$ cat src/rtl/dmsh_pkg.sv
package dmsh_pkg;
    // Clock rates and serial clock limits.
    localparam int REF_MHZ       = 100;
    localparam int SCLK_MAX_MHZ  = 40;
    localparam int SCLK_MIN_HALF = (REF_MHZ + 2 * SCLK_MAX_MHZ - 1) / (2 * SCLK_MAX_MHZ);
    localparam int SYNC_LAG      = 2;
    localparam int HALF_FLOOR    = SCLK_MIN_HALF + SYNC_LAG;
    localparam logic [4:0] FRAME_BITS = 5'h18;

    // Own register map, byte addresses.
    localparam logic [5:0] REG_CTRL   = 6'h00;
    localparam logic [5:0] REG_CADDR  = 6'h04;
    localparam logic [5:0] REG_CDATA  = 6'h08;
    localparam logic [5:0] REG_RUNCMD = 6'h0c;
    localparam logic [5:0] REG_STAT   = 6'h10;
    localparam logic [5:0] REG_SAMPLE = 6'h14;
    localparam logic [5:0] REG_CRD    = 6'h18;
    localparam logic [5:0] REG_CHAN0  = 6'h20;

    // Control register fields.
    localparam int CB_GO_CFG = 0;
    localparam int CB_RD     = 1;
    localparam int CB_GO_RUN = 2;
    localparam int CB_AUTO   = 3;
    localparam int CB_EESEL  = 4;
    localparam int CB_PAR    = 5;
    localparam int CB_STAT   = 6;
    localparam int CB_MODE   = 7;

    // Status register fields.
    localparam int SB_BUSY   = 0;
    localparam int SB_READY  = 1;
    localparam int SB_CDONE  = 2;
    localparam int SB_NEW    = 3;
    localparam int SB_PERR   = 4;
    localparam int SB_RANGE  = 5;

    // Reset values.
    localparam logic [13:0] CADDR_RST  = 14'h0000;
    localparam logic [7:0]  CDATA_RST  = 8'h00;
    localparam logic [7:0]  CTRL_RST   = 8'h00;

    // Device side constants.
    localparam logic [13:0] DEV_MODE_ADDR  = 14'h0004;
    localparam logic [7:0]  DEV_MODE_ADDR8 = 8'h04;
    localparam logic [7:0]  DEV_DUMMY_ADDR = 8'h00;
    localparam logic        DEV_RD         = 1'b1;
    localparam logic        MODE_RUN       = 1'b1;

    typedef struct packed {
        logic       parity;
        logic [1:0] source_channel_code;
        logic       new_flag;
        logic       over_range_sticky;
        logic       over_range_live;
        logic       under_range_sticky;
        logic       under_range_live;
    } dmsh_info_t;

    typedef struct packed {
        dmsh_info_t info;
        logic [7:0] hi;
        logic [7:0] lo;
    } dmsh_word_t;

    typedef enum logic [4:0] {
        ST_IDLE  = 5'h01,
        ST_SETUP = 5'h02,
        ST_SHIFT = 5'h04,
        ST_HOLD  = 5'h08,
        ST_GAP   = 5'h10
    } dmsh_state_t;
endpackage

$ cat src/rtl/dmsh_host_ctrl.sv
`timescale 1ns/100ps
// Overview of operation
// - Host is the only master and keeps serial clock at or below 40 MHz.
// - Host raises the ready/select pin only while in configure mode.
// - Configure command word: direction bit, 14 address bits, ignored last bit.
// - One data byte follows the command, written or read back.
// - Wide registers are written byte by byte from the lowest address upward.
// - User storage is moved in 8-byte blocks using consecutive addresses.
// - Latched range flags clear only when zero is written to channel status.
// - Run-mode input carries an 8-bit command address then a data byte.
// - Parity is not trusted while range status reporting is enabled.
// - In run mode, select stays low until the ready pin has cleared; configure frames do not wait.
// - Writing zero to mode bit 0 in run mode returns to configure mode.
// - Idle run-mode frames send the dummy register address 00h.
module dmsh_host_ctrl
    import dmsh_pkg::*;
#(
    parameter int HALF_CYC = 4,
    parameter int CS_GAP   = 2
) (
    // Clock and reset.
    input  wire logic        ref_clk,
    input  wire logic        arst_n,
    // Software register port.
    input  wire logic [5:0]  reg_addr,
    input  wire logic [31:0] reg_wdata,
    input  wire logic        reg_wr,
    input  wire logic        reg_rd,
    output logic      [31:0] reg_rdata,
    // Serial link to the converter.
    output logic             spi_cs_n,
    output logic             spi_sclk,
    output logic             spi_mosi,
    input  wire logic        spi_miso,
    // Shared ready / EEPROM select pin.
    input  wire logic        ready_or_eeprom_select_pin_in,
    output logic             ready_or_eeprom_select_pin_out,
    output logic             ready_or_eeprom_select_pin_oe
);

    localparam int HALF_EFF = (HALF_CYC < HALF_FLOOR) ? HALF_FLOOR : HALF_CYC;
    localparam logic [7:0] HALF_LAST = 8'(HALF_EFF - 1);
    localparam logic [7:0] GAP_LAST  = 8'(CS_GAP - 1);
    function automatic logic odd_ones(input logic [23:0] w);
        odd_ones = ^w;
    endfunction

    ////////////////////////////////////////////////////////////////////////////
    // Input synchronisers.
    logic [1:0] miso_sync;
    logic [1:0] rdy_sync;
    logic       miso_s;
    logic       sample_ready_strobe;

    always_ff @(posedge ref_clk or negedge arst_n) begin
        if (!arst_n) begin
            miso_sync <= 2'h0;
            rdy_sync  <= 2'h0;
        end else begin
            miso_sync <= {miso_sync[0], spi_miso};
            rdy_sync  <= {rdy_sync[0], ready_or_eeprom_select_pin_in};
        end
    end

    assign miso_s              = miso_sync[1];
    assign sample_ready_strobe = rdy_sync[1];

    ////////////////////////////////////////////////////////////////////////////
    // Software-visible state and frame requests.
    logic [7:0]  ctrl;
    logic [13:0] caddr;
    logic [7:0]  cdata;
    logic [15:0] runcmd;
    logic        run_pending;
    logic [7:0]  crd;
    logic [5:0]  stat;
    dmsh_word_t  last_word;
    logic [15:0] chan_mem [4];
    dmsh_state_t state;
    logic        busy;
    logic        kind_run;
    logic        kind_rd;
    logic        done;
    logic [23:0] rx;
    logic [23:0] tx_frame;
    logic        go_cfg;
    logic        go_run;
    logic        ctrl_wr;
    logic        mode;
    assign busy    = (state != ST_IDLE);
    assign mode    = ctrl[CB_MODE];
    assign ctrl_wr = reg_wr && (reg_addr == REG_CTRL);

    assign go_cfg = !busy && (mode != MODE_RUN) && ctrl_wr && reg_wdata[CB_GO_CFG];
    assign go_run = !busy && (mode == MODE_RUN)
                    && ((ctrl_wr && reg_wdata[CB_GO_RUN])
                        || (ctrl[CB_AUTO] && sample_ready_strobe));

    assign tx_frame = go_run ? (run_pending ? {runcmd, 8'h00} : {DEV_DUMMY_ADDR, 16'h0000})
                             : {reg_wdata[CB_RD], caddr, 1'b0, cdata};

    always_ff @(posedge ref_clk or negedge arst_n) begin
        if (!arst_n) begin
            ctrl  <= CTRL_RST;
            caddr <= CADDR_RST;
            cdata <= CDATA_RST;
        end else begin
            if (ctrl_wr) begin
                ctrl <= {reg_wdata[7:3], 3'h0};
            end else if (done && !kind_rd
                         && (kind_run ? (runcmd[15:8] == DEV_MODE_ADDR8)
                                      : (caddr == DEV_MODE_ADDR))) begin
                ctrl[CB_MODE] <= kind_run ? runcmd[0] : cdata[0];
            end
            if (reg_wr && (reg_addr == REG_CADDR)) begin
                caddr <= reg_wdata[13:0];
            end else if (done && !kind_run) begin
                caddr <= caddr + 14'h0001;
            end
            if (reg_wr && (reg_addr == REG_CDATA)) begin
                cdata <= reg_wdata[7:0];
            end
        end
    end

    always_ff @(posedge ref_clk or negedge arst_n) begin
        if (!arst_n) begin
            runcmd      <= {DEV_DUMMY_ADDR, 8'h00};
            run_pending <= 1'b0;
        end else begin
            if (reg_wr && (reg_addr == REG_RUNCMD)) begin
                runcmd      <= reg_wdata[15:0];
                run_pending <= 1'b1;
            end else if (go_run) begin
                run_pending <= 1'b0;
            end
        end
    end

    ////////////////////////////////////////////////////////////////////////////
    // Received data and sticky status.
    dmsh_word_t rxw;
    logic       par_chk;
    logic [5:0] stat_set;
    logic       stat_clr;

    assign rxw      = dmsh_word_t'(rx);
    assign par_chk  = ctrl[CB_PAR] && !ctrl[CB_STAT];
    assign stat_clr = reg_wr && (reg_addr == REG_STAT);

    always_comb begin
        stat_set           = 6'h00;
        stat_set[SB_CDONE] = done && !kind_run;
        stat_set[SB_NEW]   = done && kind_run && rxw.info.new_flag;
        stat_set[SB_PERR]  = done && kind_run && par_chk && !odd_ones(rx);
        stat_set[SB_RANGE] = done && kind_run && ctrl[CB_STAT]
                             && (rxw.info.over_range_sticky || rxw.info.under_range_sticky);
    end

    always_ff @(posedge ref_clk or negedge arst_n) begin
        if (!arst_n) begin
            stat <= 6'h00;
        end else begin
            stat <= stat_set | (stat & ~(stat_clr ? reg_wdata[5:0] : 6'h00));
        end
    end

    always_ff @(posedge ref_clk or negedge arst_n) begin
        if (!arst_n) begin
            crd       <= 8'h00;
            last_word <= '0;
        end else if (done && kind_run) begin
            last_word <= rxw;
        end else if (done && kind_rd) begin
            crd <= rx[7:0];
        end
    end

    always_ff @(posedge ref_clk or negedge arst_n) begin
        if (!arst_n) begin
            for (int i = 0; i < 4; i++) begin
                chan_mem[i] <= 16'h0000;
            end
        end else if (done && kind_run && rxw.info.new_flag) begin
            chan_mem[rxw.info.source_channel_code] <= {rxw.hi, rxw.lo};
        end
    end

    ////////////////////////////////////////////////////////////////////////////
    // Read data, one cycle after the strobe.
    always_ff @(posedge ref_clk or negedge arst_n) begin
        if (!arst_n) begin
            reg_rdata <= 32'h0000_0000;
        end else if (reg_rd) begin
            unique case (reg_addr)
                REG_CTRL:   reg_rdata <= {24'h0, ctrl};
                REG_CADDR:  reg_rdata <= {18'h0, caddr};
                REG_CDATA:  reg_rdata <= {24'h0, cdata};
                REG_RUNCMD: reg_rdata <= {15'h0, run_pending, runcmd};
                REG_STAT:   reg_rdata <= {26'h0, stat[SB_RANGE:SB_CDONE], sample_ready_strobe, busy};
                REG_SAMPLE: reg_rdata <= {8'h0, last_word};
                REG_CRD:    reg_rdata <= {24'h0, crd};
                6'h20, 6'h24, 6'h28, 6'h2c:
                    reg_rdata <= {16'h0, chan_mem[reg_addr[3:2]]};
                default:    reg_rdata <= 32'h0000_0000;
            endcase
        end else begin
            reg_rdata <= 32'h0000_0000;
        end
    end

    ////////////////////////////////////////////////////////////////////////////
    // Shared pin drive.
    always_ff @(posedge ref_clk or negedge arst_n) begin
        if (!arst_n) begin
            ready_or_eeprom_select_pin_out <= 1'b0;
            ready_or_eeprom_select_pin_oe  <= 1'b0;
        end else begin
            ready_or_eeprom_select_pin_out <= 1'b1;
            ready_or_eeprom_select_pin_oe  <= ctrl[CB_EESEL] && (mode != MODE_RUN) && !busy
                                              && !go_cfg && !go_run;
        end
    end

    ////////////////////////////////////////////////////////////////////////////
    // Serial engine.
    logic [23:0] tx;
    logic [7:0]  cnt;
    logic [4:0]  bits;

    always_ff @(posedge ref_clk or negedge arst_n) begin
        if (!arst_n) begin
            state    <= ST_IDLE;
            spi_cs_n <= 1'b1;
            spi_sclk <= 1'b0;
            spi_mosi <= 1'b0;
            tx       <= 24'h0;
            rx       <= 24'h0;
            cnt      <= 8'h00;
            bits     <= 5'h00;
            kind_run <= 1'b0;
            kind_rd  <= 1'b0;
            done     <= 1'b0;
        end else begin
            done <= 1'b0;
            unique case (state)
                ST_IDLE: begin
                    if (go_cfg || go_run) begin
                        spi_cs_n <= 1'b0;
                        spi_mosi <= tx_frame[23];
                        tx       <= tx_frame;
                        kind_run <= go_run;
                        kind_rd  <= go_cfg && (reg_wdata[CB_RD] == DEV_RD);
                        cnt      <= 8'h00;
                        state    <= ST_SETUP;
                    end
                end
                ST_SETUP: begin
                    cnt <= cnt + 8'h01;
                    if (cnt == HALF_LAST) begin
                        cnt   <= 8'h00;
                        bits  <= FRAME_BITS;
                        state <= ST_SHIFT;
                    end
                end
                ST_SHIFT: begin
                    cnt <= cnt + 8'h01;
                    if (cnt == HALF_LAST) begin
                        cnt      <= 8'h00;
                        spi_sclk <= !spi_sclk;
                        if (spi_sclk) begin
                            rx       <= {rx[22:0], miso_s};
                            tx       <= {tx[22:0], 1'b0};
                            spi_mosi <= tx[22];
                            bits     <= bits - 5'h01;
                            if (bits == 5'h01) begin
                                state <= ST_HOLD;
                            end
                        end
                    end
                end
                ST_HOLD: begin
                    if (!kind_run || !sample_ready_strobe) begin
                        spi_cs_n <= 1'b1;
                        spi_mosi <= 1'b0;
                        done     <= 1'b1;
                        cnt      <= 8'h00;
                        state    <= ST_GAP;
                    end
                end
                ST_GAP: begin
                    cnt <= cnt + 8'h01;
                    if (cnt >= GAP_LAST) begin
                        state <= ST_IDLE;
                    end
                end
                default: begin
                    state    <= ST_IDLE;
                    spi_cs_n <= 1'b1;
                    spi_sclk <= 1'b0;
                end
            endcase
        end
    end

endmodule

$ cat config.mk
export PLATFORM = sky130hd
export DESIGN_NAME = dmsh_host_ctrl
export DESIGN_NICKNAME = d
export VERILOG_FILES = /design/src/rtl/dmsh_pkg.sv /design/src/rtl/dmsh_host_ctrl.sv
export SDC_FILE = /design/constraint.sdc
export NUM_CORES = 1
export LEC_CHECK = 0
export BUFFER_PORTS_ARGS = -buffer_cell sky130_fd_sc_hd__buf_2
export CAP_MARGIN = 25
export CORE_ASPECT_RATIO = 1.5
export CORE_MARGIN = 1.5
export CORE_UTILIZATION = 50
export DETAILED_ROUTE_END_ITERATION = 6
export PLACE_DENSITY = 0.8
export SYNTH_ARGS = -nofsm -noshare
export SYNTH_HDL_FRONTEND = slang
export SYNTH_SLANG_ARGS = --single-unit
$ cat constraint.sdc
create_clock -name ref_clk -period 3.15 [get_ports ref_clk]
set_clock_uncertainty 0.05 [all_clocks]
set_input_delay 0.1575 -clock ref_clk [delete_from_list [all_inputs] [get_ports ref_clk]]
set_output_delay 0.1575 -clock ref_clk [all_outputs]
set_load 0.01 [all_outputs]
==> out/summary.txt <==
Synth-to-Final Area Change -> 14.2%
Finish-stage setup viols -> 0
PD cells -> 578 nW/um2
Crit path required time -> 3.50 ns
global-route wire length before repair -> 44,900 um
chip width -> 128 um
sw frac -> 25.5%
Post-Route WL -> 27,900 um
num ports -> 81
most frequent CP cell -> a21oi_1
clock buffer depth -> 3
Static Leak -> 0.00618 uW
min-delay worst type -> in -> reg
clock group share of total power -> 41.2%
max-capacitance violation count -> 0
WP data arrival -> 2.91 ns
DR pass1 iterations -> 6
clock sink count -> 245
CTS buffer count -> 25
fin crit share -> 81.3%
CP Max Fanout -> 6
CP Launch Type -> flip-flop
Internal -> 5730 uW
per-cell routed wire length -> 20.8 um
leading cell types in the layout, fill and taps excluded -> dfrtp_1, mux2_2, nand2_1, buf_2, a21oi_1
drt via density -> 6.10
Cell variety after synth -> 68
Post-synth EDFFs -> 0
kind of critical path -> reg -> reg
synthesized cell area -> 11,700 um2
Synth Flop Type -> dfrtp_1
Post-CTS Setup Bufs -> 0
Port-buffer cells -> 56
starting density of the core -> 50.8%
diodes inserted -> 0
unrepaired setup endpoints after global routing -> no
synthesized instance count -> 983
root buf cell -> clkbuf_16
Hold WS -> 0.0960 ns
combinational fraction of design power -> 11.1%
slowest library cell on the worst path -> or4_1
crit path cell chain -> or4_1, or4b_1, a21oi_1, a21oi_1, o22a_1
GR Util All Layers -> 23.5%
DR DRC count -> 0
minimum clock period -> 2.56 ns
Post-synth ARST share -> 100%
H-Tree Depth -> 1
vias in the first global route -> 8,551
Ys Warns -> 0
commonest non-fill, non-tap cell in the layout -> dfrtp_1
Final Hold Vio Count -> 0
P_sw -> 1960 uW
worst-skew pair later-pin latency -> 0.53 ns
DIE HEIGHT -> 190 um
slowest stage delay, CP -> 0.62 ns
core area -> 23,000 um2
row cnt -> 68
Max Clk Rate -> 0.391 GHz
Top Family by Delay on Critical Path -> simple AND/OR/NAND/NOR gates
#FFs+latches synth -> 245
grt total ovfl -> 0
critical path buffer and inverter count -> 0
Slew @ Worst Pin -> 0.921 ns
layout cell share with drive strength beyond 1 -> 30.1%
Clock Pin Slew Worst Setup and Hold Paths -> 0.06 ns
initial antenna violation count -> 0
nets -> 1,095
1st-iter DRT viols -> 533
status -> completed
post-route ant nets -> 0
die area -> 24,300 um2
Synth Area per Inst -> 11.9 um2
largest net degree at the start of global routing -> 116
sequential cell area fraction in the yosys report -> 52.6%
Slew Limit Fails -> 0
Worst setup EP type -> flip-flop
Setup TNS Final -> 0 ns
GPL Wtd Cong -> 0.898
dpl hpwl -> 19,000 um
Via Count -> 8,193
worst rel slew slack -> 38.6%
worst vdd ir -> 0.000454 V
total power -> 7700 uW
sequential power share -> 47.8%
CTS tree -> built
[flip-flops by register name (all words and copies together), names as in the netlist, 2 cells and up]
signal	count
cnt	8
last_word	24
bits	5
rdy_sync	2
crd	8
caddr	14
reg_rdata	24
tx	23
ctrl	5
runcmd	16
rx	24
miso_sync	2
stat	4
chan_mem	64
state	5
cdata	8
[cell type report]
cell class	instances	area, um2
Sequential cell	245	6130
Clock buffer	36	727
Tap cell	280	350
Clock inverter	9	158
Multi-Input combinational cell	656	5170
Inverter	12	45.0
Fill cell	1824	9650
Timing Repair Buffer	105	733
[logic make-up (layout without fill, tap and decap cells)]
kind of cell	Yosys count	after routing	share of synthesized area, %
adder cells (fa/ha/maj)	6	6	0.644
XOR/XNOR	37	37	2.90
AND/OR/NAND/NOR	265	265	11.6
buffers and inverters	89	162	3.53
flip-flops	245	245	52.6
multiplexers	187	187	20.0
AO/OA/AOI/OAI	152	152	8.75
other	2	9	0.0644
[synth_stat cells, types with 10 or more instances]
master | number | share of area [%]
o31ai_2 | 10 | 1.1
a211oi_1 | 14 | 0.90
nand2_1 | 88 | 2.8
mux2_2 | 148 | 14
dfrtp_1 | 243 | 52
nor2_1 | 45 | 1.4
and3_1 | 16 | 0.86
o21ai_0 | 27 | 1.2
nand3_1 | 18 | 0.77
xnor2_1 | 27 | 2.0
nand4_1 | 20 | 1.1
mux4_2 | 19 | 3.7
buf_1 | 10 | 0.32
a21oi_1 | 47 | 2.0
clkbuf_1 | 51 | 1.6
mux2i_1 | 12 | 1.0
nor3_1 | 26 | 1.1
inv_1 | 12 | 0.39
[tightest hold or removal path, cell delays in order]
cell and delay, ns:
buf_2 0.11, nor4b_2 0.07, buf_4 0.17, nand2_1 0.06
a21oi_1 0.06
[final timing paths]
path,start,endpoint,slack (ns),cells past startpoint
worst max-delay path,cnt[2],bits[4],0.59,5
worst min-delay path,reg_addr[0],reg_rdata[1],0.1,5
worst max register to register,cnt[2],bits[4],0.59,5
worst min register to register,rdy_sync[0],rdy_sync[1],0.30,0
max in group asynchronous,arst_n,chan_mem[54],1.95,3
min in group asynchronous,arst_n,tx[1],0.22,2
[per-layer routing]
metal  vias up  track usage [%]  routed length [um]
li1       3663                -                   -
met1      4185             26.6               10300
met2       250             42.4               14900
met3        95             2.92                1130
met4         0             13.4                1550
met5         -                0                   0
[metrics by stage]
step | instance area, um2 | cells | setup WS, ns | util (%)
floorplan | 11700 | 990 | 0.493 | -
global placement | 12200 | 1278 | 0.702 | 53.3
detailed placement | 12200 | 1278 | 0.659 | 53.3
CTS | 13300 | 1343 | 0.620 | 58.0
global route | 13300 | 1343 | 0.544 | 58.0
finish | 13300 | 1343 | 0.590 | 58.0
[power by group through the flow]
stage | registers [uW] | clock network, uW | logic [uW]
after floorplan | 3610 | 0 | 630
final | 3680 | 3170 | 851
after global placement | 3710 | 0 | 794
after CTS | 3670 | 3220 | 848
after global routing | 3710 | 3340 | 945
after detailed placement | 3720 | 0 | 826
[what timing repair did]
item | 4_1_cts | 5_1_grt
resized for setup | 0 | 0
endpoints found under the hold margin | 167 | 0
hold buffers | 20 | 0
(Power assumes the default switching activity.)
